$ cat config.mk
export PLATFORM = sky130hd
export DESIGN_NAME = scsm_clock_control
export DESIGN_NICKNAME = d
export VERILOG_FILES = /design/src/scsm_pkg.sv /design/src/scsm_mult_core.sv /design/src/scsm_clock_control.sv
export SDC_FILE = /design/constraint.sdc
export NUM_CORES = 1
export LEC_CHECK = 0
export ABC_AREA = 1
export ABC_CLOCK_PERIOD_IN_PS = 2029
export BUFFER_PORTS_ARGS = -buffer_cell sky130_fd_sc_hd__buf_2
export CELL_PAD_IN_SITES_DETAIL_PLACEMENT = 1
export CELL_PAD_IN_SITES_GLOBAL_PLACEMENT = 2
export CORE_UTILIZATION = 35
export DETAILED_ROUTE_END_ITERATION = 8
export HOLD_SLACK_MARGIN = 0.06
export PLACE_DENSITY_LB_ADDON = 0.1
export SETUP_SLACK_MARGIN = 0.3
export SYNTH_ARGS = -nofsm -noshare
export SYNTH_HDL_FRONTEND = slang
export SYNTH_SLANG_ARGS = --single-unit
$ cat constraint.sdc
create_clock -name mclk_i -period 2.03 [get_ports mclk_i]
set_input_delay 0.203 -clock mclk_i [delete_from_list [all_inputs] [get_ports mclk_i]]
set_output_delay 0.203 -clock mclk_i [all_outputs]
set_load 0.02 [all_outputs]
$ cat src/scsm_pkg.sv
/*
  constants shared by the system clock select and multiplier block:
  register addresses, field positions, reset values, encodings, counts.
  assumes an 8-bit internal register bus and a 20 MHz control clock.
*/
package scsm_pkg;

  // ************************************************************
  // register addresses on the internal register bus
  // ************************************************************
  localparam logic [7:0] SCSM_ADDR_SYSTEM_CLOCK_SELECT = 8'hA9;
  localparam logic [7:0] SCSM_ADDR_CLOCK_MULTIPLIER_CONTROL = 8'hAB;
  localparam logic [7:0] SCSM_ADDR_EXTERNAL_OSCILLATOR_CONTROL = 8'hB1;

  // ************************************************************
  // reset values
  // ************************************************************
  localparam logic [7:0] SCSM_RST_SYSTEM_CLOCK_SELECT = 8'h00;
  localparam logic [7:0] SCSM_RST_CLOCK_MULTIPLIER_CONTROL = 8'h00;
  localparam logic [7:0] SCSM_RST_EXTERNAL_OSCILLATOR_CONTROL = 8'h00;

  // ************************************************************
  // field positions
  // ************************************************************
  localparam int SCSM_XCN_VALID_BIT = 7;
  localparam int SCSM_XCN_MODE_LSB = 4;
  localparam int SCSM_XCN_DRIVE_LSB = 0;
  localparam int SCSM_MUL_ENABLE_BIT = 7;
  localparam int SCSM_MUL_INIT_BIT = 6;
  localparam int SCSM_MUL_LOCKED_BIT = 5;
  localparam int SCSM_MUL_SCALE_LSB = 2;
  localparam int SCSM_MUL_SOURCE_LSB = 0;
  localparam int SCSM_SEL_PIN_DIV_LSB = 4;
  localparam int SCSM_SEL_SOURCE_LSB = 0;

  // ************************************************************
  // encodings
  // ************************************************************
  localparam logic [2:0] SCSM_XMODE_CMOS = 3'h2;
  localparam logic [2:0] SCSM_XMODE_CMOS_HALF = 3'h3;
  localparam logic [2:0] SCSM_XMODE_RC = 3'h4;
  localparam logic [2:0] SCSM_XMODE_CAP = 3'h5;
  localparam logic [2:0] SCSM_XMODE_XTAL = 3'h6;
  localparam logic [2:0] SCSM_XMODE_XTAL_HALF = 3'h7;
  localparam logic [1:0] SCSM_MSRC_INT_HALF = 2'h0;
  localparam logic [1:0] SCSM_MSRC_EXT = 2'h1;
  localparam logic [1:0] SCSM_MSRC_EXT_HALF = 2'h2;
  localparam logic [1:0] SCSM_MSRC_INT = 2'h3;
  localparam logic [1:0] SCSM_CLK_INT = 2'h0;
  localparam logic [1:0] SCSM_CLK_EXT = 2'h1;
  localparam logic [1:0] SCSM_CLK_MULT = 2'h2;
  localparam logic [1:0] SCSM_CLK_RTC = 2'h3;

  // ************************************************************
  // timing
  // ************************************************************
  localparam int SCSM_MCLK_HZ = 20000000;
  localparam int SCSM_MULT_LOCK_NS = 3200;
  localparam int SCSM_MULT_LOCK_CYCLES =
    (SCSM_MULT_LOCK_NS * (SCSM_MCLK_HZ / 1000000) + 999) / 1000;
  localparam int SCSM_XTAL_SETTLE_EDGES = 1024;
  localparam int SCSM_MULT_TICKS = 16;
  localparam logic [15:0] SCSM_MULT_FAST_SPACING = 16'h0004;

endpackage

$ cat src/scsm_mult_core.sv
/*
  clock multiplier core: sixteen ticks per input period, output toggled
  every k ticks, giving four times the input scaled by 2/k.
  assumes a one-cycle rising-edge pulse of the chosen input clock.
*/
module scsm_mult_core
  import scsm_pkg::*;
(
  // clock and reset
  input wire logic mclk_i,
  input wire logic reset_i,
  // control
  input wire logic run_i,
  input wire logic [2:0] scale_i,
  input wire logic src_rise_i,
  // output clock level
  output logic mult_clk_o
);

  logic [15:0] period_cnt_r;
  logic [15:0] period_r;
  logic [15:0] gap_r;
  logic [4:0] ticks_left_r;
  logic [2:0] tog_cnt_r;
  logic [15:0] spacing;
  logic tick;

  // division count k for a factor of 2/k
  function automatic logic [2:0] scale_to_k(input logic [2:0] code);
    scale_to_k = (code < 3'h2) ? 3'h2 : code;
  endfunction

  // ************************************************************
  // input period measurement
  // ************************************************************
  always_ff @(posedge mclk_i) begin
    if (reset_i || !run_i) begin
      period_cnt_r <= 16'h0000;
      period_r <= 16'h0000;
    end else if (src_rise_i) begin
      period_r <= period_cnt_r;
      period_cnt_r <= 16'h0001;
    end else if (period_cnt_r != 16'hFFFF) begin
      period_cnt_r <= period_cnt_r + 16'h0001;
    end
  end

  // tick spacing, clamped so a slow input gives fast bursts
  always_comb begin
    spacing = period_r >> 4;
    if (spacing > SCSM_MULT_FAST_SPACING) begin
      spacing = SCSM_MULT_FAST_SPACING;
    end
    if (spacing == 16'h0000) begin
      spacing = 16'h0001;
    end
  end

  // ************************************************************
  // tick burst after each input rising edge
  // ************************************************************
  assign tick = (ticks_left_r != 5'h00) && (gap_r == 16'h0000);

  always_ff @(posedge mclk_i) begin
    if (reset_i || !run_i) begin
      ticks_left_r <= 5'h00;
      gap_r <= 16'h0000;
    end else if (src_rise_i) begin
      ticks_left_r <= 5'(SCSM_MULT_TICKS);
      gap_r <= 16'h0000;
    end else if (ticks_left_r != 5'h00) begin
      if (gap_r == 16'h0000) begin
        ticks_left_r <= ticks_left_r - 5'h01;
        gap_r <= spacing - 16'h0001;
      end else begin
        gap_r <= gap_r - 16'h0001;
      end
    end
  end

  // ************************************************************
  // scaled output, odd k gives uneven duty
  // ************************************************************
  always_ff @(posedge mclk_i) begin
    if (reset_i || !run_i) begin
      tog_cnt_r <= 3'h0;
      mult_clk_o <= 1'b0;
    end else if (tick) begin
      if (tog_cnt_r >= scale_to_k(scale_i) - 3'h1) begin
        tog_cnt_r <= 3'h0;
        mult_clk_o <= ~mult_clk_o;
      end else begin
        tog_cnt_r <= tog_cnt_r + 3'h1;
      end
    end
  end

endmodule

$ cat src/scsm_clock_control.sv
/*
  system clock select and multiplier control: three registers on the
  internal register bus, external oscillator mode decode and crystal
  valid flag, clock multiplier control and lock, glitch-free system
  clock selector, pin copy divider and timer copy of the external clock.
  assumes oscillator levels arrive asynchronously on pins and are
  oversampled by the 20 MHz control clock; the analog parts are outside.
*/
// Overview of operation
// - top bit of external control reads one once the crystal runs stably.
// - mode bits 6-4 select off, CMOS, CMOS halved, RC, capacitor, crystal, halved crystal.
// - bit 3 of external control is reserved, reads zero, software writes zero.
// - bits 2-0 drive range go out unchanged to the oscillator circuit.
// - multiplier output is four times its input, then scaled.
// - a slow input gives fast pulse bursts, then waits for next edge.
// - multiplier enable bit 7 turns the multiplier off or on.
// - initialise written one after enabling starts lock acquisition.
// - read-only ready bit 5 shows one once the multiplier has locked.
// - scale bits 4-2 give factors 1, 2/3, 1/2, 2/5, 1/3, 2/7.
// - odd scale factors may produce an uneven duty cycle.
// - source bits 1-0 pick internal halved, external, external halved, internal.
// - select bits 1-0 route internal, external, multiplier or RTC clock.
// - external clock stays available to timers whatever drives the system.
// - source may change while running; software picks only settled sources.
// - pin divide bits 5-4 give system clock divided by 1, 2, 4, 8.
// - select bits 7-6, 3 and 2 read zero and ignore writes.
// - internal oscillator is usable immediately, no settling wait.
// - internal divide code 111 divides by 1, down to 001 by 64.
module scsm_clock_control
  import scsm_pkg::*;
(
  // clock and reset
  input wire logic mclk_i,
  input wire logic reset_i,
  // internal register bus
  input wire logic [7:0] reg_addr_i,
  input wire logic [7:0] reg_wdata_i,
  input wire logic reg_wr_i,
  input wire logic reg_rd_i,
  output logic [7:0] reg_rdata_o,
  // oscillator levels from the analog side
  input wire logic int_osc_i,
  input wire logic ext_osc_i,
  input wire logic rtc_osc_i,
  input wire logic [2:0] internal_divide_select_i,
  // controls to the external oscillator circuit
  output logic [2:0] ext_osc_mode_o,
  output logic [2:0] ext_osc_drive_range_o,
  // clock outputs
  output logic system_clock_o,
  output logic system_clock_pin_o,
  output logic ext_timer_clock_o,
  output logic mult_clock_o
);

  typedef enum logic [1:0] {
    SCSM_SW_RUN,
    SCSM_SW_OLD_LOW,
    SCSM_SW_NEW_LOW
  } scsm_switch_e;

  // ************************************************************
  // declarations
  // ************************************************************
  logic [2:0] pin_s1_r, pin_s2_r, pin_s3_r, pin_lvl_r, pin_prev_r, pin_rise;
  logic [2:0] ext_osc_mode_r, ext_osc_drive_range_r, mult_scale_r, pin_div_cnt_r;
  logic [1:0] mult_source_r, system_clock_pin_divide_r, system_clock_source_r, sw_cur_r, timer_div_cnt_r;
  logic mult_enable_r, mult_initialise_r, crystal_valid_flag_r, ext_half_r, ext_clk, ext_clk_prev_r;
  logic [10:0] xtal_edge_cnt_r;
  logic [5:0] int_div_cnt_r;
  logic [7:0] lock_cnt_r;
  logic [3:0] candidate;
  logic int_div_clk, mult_locked_r, mult_locking_r, mult_src_rise, mult_int_half_r;
  logic system_clock_r, system_clock_prev_r, xtal_mode, wr_sel, wr_mul, wr_xcn;
  scsm_switch_e sw_state_r;

  // ************************************************************
  // pin synchronisers: level taken once stages two and three agree
  // ************************************************************
  always_ff @(posedge mclk_i) begin
    if (reset_i) begin
      pin_s1_r <= 3'h0;
      pin_s2_r <= 3'h0;
      pin_s3_r <= 3'h0;
      pin_lvl_r <= 3'h0;
      pin_prev_r <= 3'h0;
    end else begin
      pin_s1_r <= {rtc_osc_i, ext_osc_i, int_osc_i};
      pin_s2_r <= pin_s1_r;
      pin_s3_r <= pin_s2_r;
      pin_lvl_r <= (pin_s2_r & pin_s3_r) | (pin_lvl_r & (pin_s2_r | pin_s3_r));
      pin_prev_r <= pin_lvl_r;
    end
  end

  // one-cycle rising edges: bit 0 internal, 1 external, 2 rtc
  assign pin_rise = pin_lvl_r & ~pin_prev_r;

  // ************************************************************
  // register writes
  // ************************************************************
  assign wr_sel = reg_wr_i && (reg_addr_i == SCSM_ADDR_SYSTEM_CLOCK_SELECT);
  assign wr_mul = reg_wr_i && (reg_addr_i == SCSM_ADDR_CLOCK_MULTIPLIER_CONTROL);
  assign wr_xcn = reg_wr_i && (reg_addr_i == SCSM_ADDR_EXTERNAL_OSCILLATOR_CONTROL);

  // external oscillator control, valid bit and bit 3 not stored
  always_ff @(posedge mclk_i) begin
    if (reset_i) begin
      ext_osc_mode_r <= SCSM_RST_EXTERNAL_OSCILLATOR_CONTROL[SCSM_XCN_MODE_LSB +: 3];
      ext_osc_drive_range_r <= SCSM_RST_EXTERNAL_OSCILLATOR_CONTROL[SCSM_XCN_DRIVE_LSB +: 3];
    end else if (wr_xcn) begin
      ext_osc_mode_r <= reg_wdata_i[SCSM_XCN_MODE_LSB +: 3];
      ext_osc_drive_range_r <= reg_wdata_i[SCSM_XCN_DRIVE_LSB +: 3];
    end
  end

  // multiplier control, ready bit not stored
  always_ff @(posedge mclk_i) begin
    if (reset_i) begin
      mult_enable_r <= SCSM_RST_CLOCK_MULTIPLIER_CONTROL[SCSM_MUL_ENABLE_BIT];
      mult_initialise_r <= SCSM_RST_CLOCK_MULTIPLIER_CONTROL[SCSM_MUL_INIT_BIT];
      mult_scale_r <= SCSM_RST_CLOCK_MULTIPLIER_CONTROL[SCSM_MUL_SCALE_LSB +: 3];
      mult_source_r <= SCSM_RST_CLOCK_MULTIPLIER_CONTROL[SCSM_MUL_SOURCE_LSB +: 2];
    end else if (wr_mul) begin
      mult_enable_r <= reg_wdata_i[SCSM_MUL_ENABLE_BIT];
      mult_initialise_r <= reg_wdata_i[SCSM_MUL_INIT_BIT];
      mult_scale_r <= reg_wdata_i[SCSM_MUL_SCALE_LSB +: 3];
      mult_source_r <= reg_wdata_i[SCSM_MUL_SOURCE_LSB +: 2];
    end
  end

  // clock select, bits 7-6, 3 and 2 dropped
  always_ff @(posedge mclk_i) begin
    if (reset_i) begin
      system_clock_pin_divide_r <= SCSM_RST_SYSTEM_CLOCK_SELECT[SCSM_SEL_PIN_DIV_LSB +: 2];
      system_clock_source_r <= SCSM_RST_SYSTEM_CLOCK_SELECT[SCSM_SEL_SOURCE_LSB +: 2];
    end else if (wr_sel) begin
      system_clock_pin_divide_r <= reg_wdata_i[SCSM_SEL_PIN_DIV_LSB +: 2];
      system_clock_source_r <= reg_wdata_i[SCSM_SEL_SOURCE_LSB +: 2];
    end
  end

  // ************************************************************
  // register reads, data one cycle after the read strobe
  // ************************************************************
  always_ff @(posedge mclk_i) begin
    if (reset_i) begin
      reg_rdata_o <= 8'h00;
    end else if (reg_rd_i) begin
      if (reg_addr_i == SCSM_ADDR_EXTERNAL_OSCILLATOR_CONTROL) begin
        reg_rdata_o <= {crystal_valid_flag_r, ext_osc_mode_r, 1'b0, ext_osc_drive_range_r};
      end else if (reg_addr_i == SCSM_ADDR_CLOCK_MULTIPLIER_CONTROL) begin
        reg_rdata_o <= {mult_enable_r, mult_initialise_r, mult_locked_r, mult_scale_r,
                        mult_source_r};
      end else if (reg_addr_i == SCSM_ADDR_SYSTEM_CLOCK_SELECT) begin
        reg_rdata_o <= {2'b00, system_clock_pin_divide_r, 2'b00, system_clock_source_r};
      end else begin
        reg_rdata_o <= 8'h00;
      end
    end
  end

  // ************************************************************
  // external oscillator: mode decode and crystal valid
  // ************************************************************
  assign ext_osc_mode_o = ext_osc_mode_r;
  assign ext_osc_drive_range_o = ext_osc_drive_range_r;
  assign xtal_mode = (ext_osc_mode_r == SCSM_XMODE_XTAL) || (ext_osc_mode_r == SCSM_XMODE_XTAL_HALF);

  // divide-by-two stage on external rising edges
  always_ff @(posedge mclk_i) begin
    if (reset_i) begin
      ext_half_r <= 1'b0;
    end else if (pin_rise[1]) begin
      ext_half_r <= ~ext_half_r;
    end
  end

  // external clock as the chosen mode presents it
  always_comb begin
    case (ext_osc_mode_r)
      SCSM_XMODE_CMOS, SCSM_XMODE_RC, SCSM_XMODE_CAP, SCSM_XMODE_XTAL: ext_clk = pin_lvl_r[1];
      SCSM_XMODE_CMOS_HALF, SCSM_XMODE_XTAL_HALF: ext_clk = ext_half_r;
      default: ext_clk = 1'b0;
    endcase
  end

  // crystal counted settled after a run of edges in crystal mode
  always_ff @(posedge mclk_i) begin
    if (reset_i || !xtal_mode) begin
      xtal_edge_cnt_r <= 11'h000;
      crystal_valid_flag_r <= 1'b0;
    end else if (pin_rise[1]) begin
      if (xtal_edge_cnt_r == 11'(SCSM_XTAL_SETTLE_EDGES - 1)) begin
        crystal_valid_flag_r <= 1'b1;
      end else begin
        xtal_edge_cnt_r <= xtal_edge_cnt_r + 11'h001;
      end
    end
  end

  // ************************************************************
  // timer copy of the external clock, divided by eight
  // ************************************************************
  always_ff @(posedge mclk_i) begin
    if (reset_i) begin
      ext_clk_prev_r <= 1'b0;
      timer_div_cnt_r <= 2'h0;
      ext_timer_clock_o <= 1'b0;
    end else begin
      ext_clk_prev_r <= ext_clk;
      if (ext_clk && !ext_clk_prev_r) begin
        timer_div_cnt_r <= timer_div_cnt_r + 2'h1;
        if (timer_div_cnt_r == 2'h3) begin
          ext_timer_clock_o <= ~ext_timer_clock_o;
        end
      end
    end
  end

  // ************************************************************
  // internal oscillator divided by a power of two
  // ************************************************************
  always_ff @(posedge mclk_i) begin
    if (reset_i) begin
      int_div_cnt_r <= 6'h00;
    end else if (pin_rise[0]) begin
      int_div_cnt_r <= int_div_cnt_r + 6'h01;
    end
  end

  // code 111 passes the oscillator, lower codes take higher counter bits
  always_comb begin
    case (internal_divide_select_i)
      3'h7: int_div_clk = pin_lvl_r[0];
      3'h6: int_div_clk = int_div_cnt_r[0];
      3'h5: int_div_clk = int_div_cnt_r[1];
      3'h4: int_div_clk = int_div_cnt_r[2];
      3'h3: int_div_clk = int_div_cnt_r[3];
      3'h2: int_div_clk = int_div_cnt_r[4];
      default: int_div_clk = int_div_cnt_r[5];
    endcase
  end

  // ************************************************************
  // multiplier source and halving stages
  // ************************************************************
  always_ff @(posedge mclk_i) begin
    if (reset_i) begin
      mult_int_half_r <= 1'b0;
    end else if (pin_rise[0]) begin
      mult_int_half_r <= ~mult_int_half_r;
    end
  end

  // rising edge of the selected multiplier input
  always_comb begin
    case (mult_source_r)
      SCSM_MSRC_INT_HALF: mult_src_rise = pin_rise[0] && !mult_int_half_r;
      SCSM_MSRC_EXT: mult_src_rise = pin_rise[1];
      SCSM_MSRC_EXT_HALF: mult_src_rise = pin_rise[1] && !ext_half_r; // shares the mode halver
      default: mult_src_rise = pin_rise[0];
    endcase
  end

  // ************************************************************
  // multiplier lock sequence
  // ************************************************************
  always_ff @(posedge mclk_i) begin
    if (reset_i || !mult_enable_r || (wr_mul && !reg_wdata_i[SCSM_MUL_ENABLE_BIT])) begin
      mult_locking_r <= 1'b0;
      mult_locked_r <= 1'b0;
      lock_cnt_r <= 8'h00;
    end else if (wr_mul && reg_wdata_i[SCSM_MUL_ENABLE_BIT] && reg_wdata_i[SCSM_MUL_INIT_BIT]
                 && !mult_initialise_r) begin
      mult_locking_r <= 1'b1;
      mult_locked_r <= 1'b0;
      lock_cnt_r <= 8'h00;
    end else if (mult_locking_r) begin
      if (lock_cnt_r == 8'(SCSM_MULT_LOCK_CYCLES - 1)) begin
        mult_locking_r <= 1'b0;
        mult_locked_r <= 1'b1;
      end else begin
        lock_cnt_r <= lock_cnt_r + 8'h01;
      end
    end
  end

  // multiplier runs while enabled
  scsm_mult_core u_mult (
    .mclk_i(mclk_i),
    .reset_i(reset_i),
    .run_i(mult_enable_r),
    .scale_i(mult_scale_r),
    .src_rise_i(mult_src_rise),
    .mult_clk_o(mult_clock_o)
  );

  // ************************************************************
  // glitch-free system clock switch
  // ************************************************************
  assign candidate = {pin_lvl_r[2], mult_clock_o, ext_clk, int_div_clk};

  // hold old clock until low, park low, wait for new clock low
  always_ff @(posedge mclk_i) begin
    if (reset_i) begin
      sw_state_r <= SCSM_SW_RUN;
      sw_cur_r <= SCSM_CLK_INT;
      system_clock_r <= 1'b0;
    end else begin
      case (sw_state_r)
        SCSM_SW_RUN: begin
          system_clock_r <= candidate[sw_cur_r];
          if (system_clock_source_r != sw_cur_r) begin
            sw_state_r <= SCSM_SW_OLD_LOW;
          end
        end
        SCSM_SW_OLD_LOW: begin
          system_clock_r <= candidate[sw_cur_r];
          if (!candidate[sw_cur_r]) begin
            sw_state_r <= SCSM_SW_NEW_LOW;
          end
        end
        default: begin
          system_clock_r <= 1'b0;
          if (!candidate[system_clock_source_r]) begin
            sw_cur_r <= system_clock_source_r;
            sw_state_r <= SCSM_SW_RUN;
          end
        end
      endcase
    end
  end

  assign system_clock_o = system_clock_r;

  // ************************************************************
  // pin copy of the system clock
  // ************************************************************
  always_ff @(posedge mclk_i) begin
    if (reset_i) begin
      system_clock_prev_r <= 1'b0;
      pin_div_cnt_r <= 3'h0;
      system_clock_pin_o <= 1'b0;
    end else begin
      system_clock_prev_r <= system_clock_r;
      if (system_clock_r && !system_clock_prev_r) begin
        pin_div_cnt_r <= pin_div_cnt_r + 3'h1;
      end
      // divide by 1, 2, 4 or 8
      case (system_clock_pin_divide_r)
        2'h0: system_clock_pin_o <= system_clock_r;
        2'h1: system_clock_pin_o <= pin_div_cnt_r[0];
        2'h2: system_clock_pin_o <= pin_div_cnt_r[1];
        default: system_clock_pin_o <= pin_div_cnt_r[2];
      endcase
    end
  end

endmodule

==> results.json <==
{
  "final_max_slew_viol_count": 0,
  "synthArstFlopShare_pct": 0,
  "gp_congestion": 0.793,
  "fin_crit_ns": 1.74,
  "die-area_sq_um": 19100,
  "synthToLayoutAreaGrowth_pct": 26.2,
  "ys_ff_latch": 136,
  "cellInternalPower_mw": 5.04,
  "r2r-start": "mult_scale_r[2]",
  "fmax_mhz": 576,
  "r2r_end": "u_mult.mult_clk_o",
  "cts_sinks": 136,
  "antenna_cells": 0,
  "synth_top_area_cell": "dfxtp_1",
  "routed_wl_microns": 18600,
  "seqPwrFrac_pct": 42.6,
  "p_switching_mw": 1.47,
  "required_ns": 2.40,
  "cts-root-buf": "clkbuf_16",
  "ys_types": 48,
  "critPathMaxFanout": 3,
  "slowest_stage": "dfxtp_4",
  "grt_max_degree": 33,
  "crit_type": "flip-flop to flip-flop",
  "hold_depth": 3,
  "yosysSeqAreaShare_pct": 42.0,
  "final_nets": 1018,
  "tightest_slew_ns": 0.474,
  "grt_pass1_wl_microns": 30800,
  "synth_edf_count": 0,
  "vias": 6148,
  "final_antenna_net_count": 0,
  "post-route-util_pct": 45.3,
  "portBuffers": 43,
  "avgRoutedWirePerCell_microns": 15.2,
  "drc": 0,
  "clk_latency_ns": 0.42,
  "placement_rows": 49,
  "synth_top_area_share_pct": 42.0,
  "synthCells": 891,
  "synth_flop_cell": "dfxtp_1",
  "syn_nets": 933,
  "grt-ovfl-total": 0,
  "rsz0062_at_grt": "true",
  "outcome": "completed",
  "cts_buffers": 17,
  "tritoncts": "yes",
  "setup_viol": 0,
  "io_pins": 44,
  "drv_cap": 0,
  "coreArea_sq_um": 18000,
  "fin_skew_ns": 0.00663,
  "p_leak_nw": 3.34,
  "holdWs_ns": 0.0981,
  "startpoint_type": "flip-flop",
  "syn_area_per_cell_sq_um": 7.27,
  "ff2ff_setup_slack_ns": 0.29,
  "synth.area.top_cells": "dfxtp_1, nand2_1, inv_1, a21oi_1, o21ai_0",
  "worstSetupEndpointType": "flip-flop",
  "drtIter0Drc": 195,
  "p_sw_share_pct": 22.5,
  "die_y_microns": 138,
  "setup_tns_ns": 0,
  "hold_viol": 0,
  "hold_path_class": "primary input to flip-flop",
  "drtPass1Iterations": 4,
  "hold-path-endpoint": "ext_osc_drive_range_o[2]",
  "ys_warn_count": 0,
  "hp-start": "reg_wr_i",
  "relSlewSlack_pct": 68.1,
  "dieWidth_microns": 138,
  "p_clk_share_pct": 51.9,
  "first_global_vias": 6411,
  "clock_path_buffers": 2,
  "synth_commonest_cells": "dfxtp_1, nand2_1, inv_1",
  "grt.total_usage_pct": 19.9,
  "hpwl_microns": 13600,
  "rr_worst_depth": 9,
  "drive_gt1_share_pct": 21.9,
  "ctsHtreeMaxLevel": 4,
  "combPwrFrac_pct": 5.5,
  "path_cells": "o21ai_4 > ha_4 > xnor2_2 > ha_4 > nand2_2 > o211ai_1 > nand2_2 > a21oi_2 > o21a_1",
  "vias_per_cell": 5.05,
  "cts.clk_slew.worst_paths_ns": 0.06,
  "antenna_found_initial": 0,
  "slowest_delay_ns": 0.36,
  "ir_drop_mv": 0.593,
  "arrival_ns": 2.11,
  "start_util_pct": 35.9,
  "netlist_area_sq_um": 6480,
  "finalPower_mw": 6.51,
  "fin_crit_sh_pct": 85.6,
  "power.density_nw_per_um2": 796
}
-- stage by stage --
step	worst slack [ns]	instance area [sq um]	instances
final	0.293	8170	1218
after floorplan	0.356	6480	891
after global routing	0.188	8170	1218
after detailed placement	0.0960	6990	1159
after CTS	0.206	7890	1209
after global placement	0.232	6990	1159
-- power groups by stage --
stage	Combinational (mW)	Clock, mW	Sequential [mW]
2_1_floorplan	0.225	0	2.83
3_3_place_gp	0.332	0	2.83
3_5_place_dp	0.351	0	2.83
4_1_cts	0.364	3.44	2.77
5_1_grt	0.413	3.56	2.78
6_report	0.360	3.38	2.77
-- cell usage in the layout, fill, tap and decap left out, types with 6 or more instances in the layout --
master and instances:
xor2_1 16, buf_2 43, o21ai_1 6, o211ai_1 6, nand2_2 14, nor3_2 7
nand4_1 13, o21ai_0 80, ha_1 10, dfxtp_1 124, a21oi_2 9, a21oi_1 88
inv_2 7, nand2_1 131, buf_4 27, dlygate4sd3_1 6, nor2_4 11, dfxtp_2 9
inv_1 123, nand3_1 29, nor2_1 95, nor3_1 15, nor2_2 15, clkbuf_16 17
a31oi_1 6
-- critical path, delay by kind of cell (launching register included) --
family          cells  cell delay, ns
compound gates      4            0.63
fa+ha+maj           2            0.45
flops               1            0.36
simple gates        2            0.16
xor+xnor            1            0.07
-- how the worst max path moves through the flow --
| stage | from | end | slack, ns | cells after the start |
|---|---|---|---|---|
| final | mult_scale_r[2] | u_mult.mult_clk_o | 0.29 | 9 |
| after global routing | pin_lvl_r[1] | u_mult.gap_r[9] | 0.19 | 8 |
| after CTS | mult_scale_r[2] | u_mult.mult_clk_o | 0.21 | 9 |
| after detailed placement | mult_scale_r[1] | u_mult.tog_cnt_r[0] | 0.1 | 9 |
| after global placement | mult_scale_r[1] | u_mult.mult_clk_o | 0.23 | 9 |
| after floorplan | mult_scale_r[1] | u_mult.mult_clk_o | 0.36 | 9 |
-- per-layer routing --
layer,vias to the layer above,GRT usage [%],wire [microns]
li1,3089,-,-
met2,52,37.5,9770
met4,0,6.19,268
met5,-,0,0
met3,19,3.39,369
met1,2988,22.6,8150
-- area by class of cell --
class / instances / area, sq um
clock buffer: 21 / 480
clock inverter: 11 / 168
fill: 2244 / 9850
inverter: 135 / 520
multi-input combinational: 606 / 3450
sequential: 136 / 2750
tap: 229 / 287
timing repair buffer: 79 / 512
timing repair inverter: 1 / 7.51
-- kinds of logic after synthesis --
logic type | count (synthesis) | synth area share, %
AND/OR/NAND/NOR | 353 | 25.1
AO/OA/AOI/OAI | 214 | 17.8
buffers and inverters | 151 | 9.12
flip-flops | 136 | 42.0
XOR/XNOR | 21 | 2.84
adder cells (fa/ha/maj) | 16 | 3.09
-- timing repair --
action                                  4_1_cts  5_1_grt
pin swaps                                    17       18
cloned                                        2        1
buffers inserted                             10        8
endpoints found under the hold margin         6        0
endpoints found under the setup margin       28       51
hold buffers                                  6        0
gates resized for setup                      38       56
-- registers in the layout (all words and copies together) (netlist names), 5 cells and up --
name and cells:
u_mult.period_cnt_r 16, u_mult.period_r 12, lock_cnt_r 8, u_mult.gap_r 16
xtal_edge_cnt_r 11, int_div_cnt_r 6, u_mult.ticks_left_r 5, reg_rdata_o 8
Power figures use the tool's default switching activity.
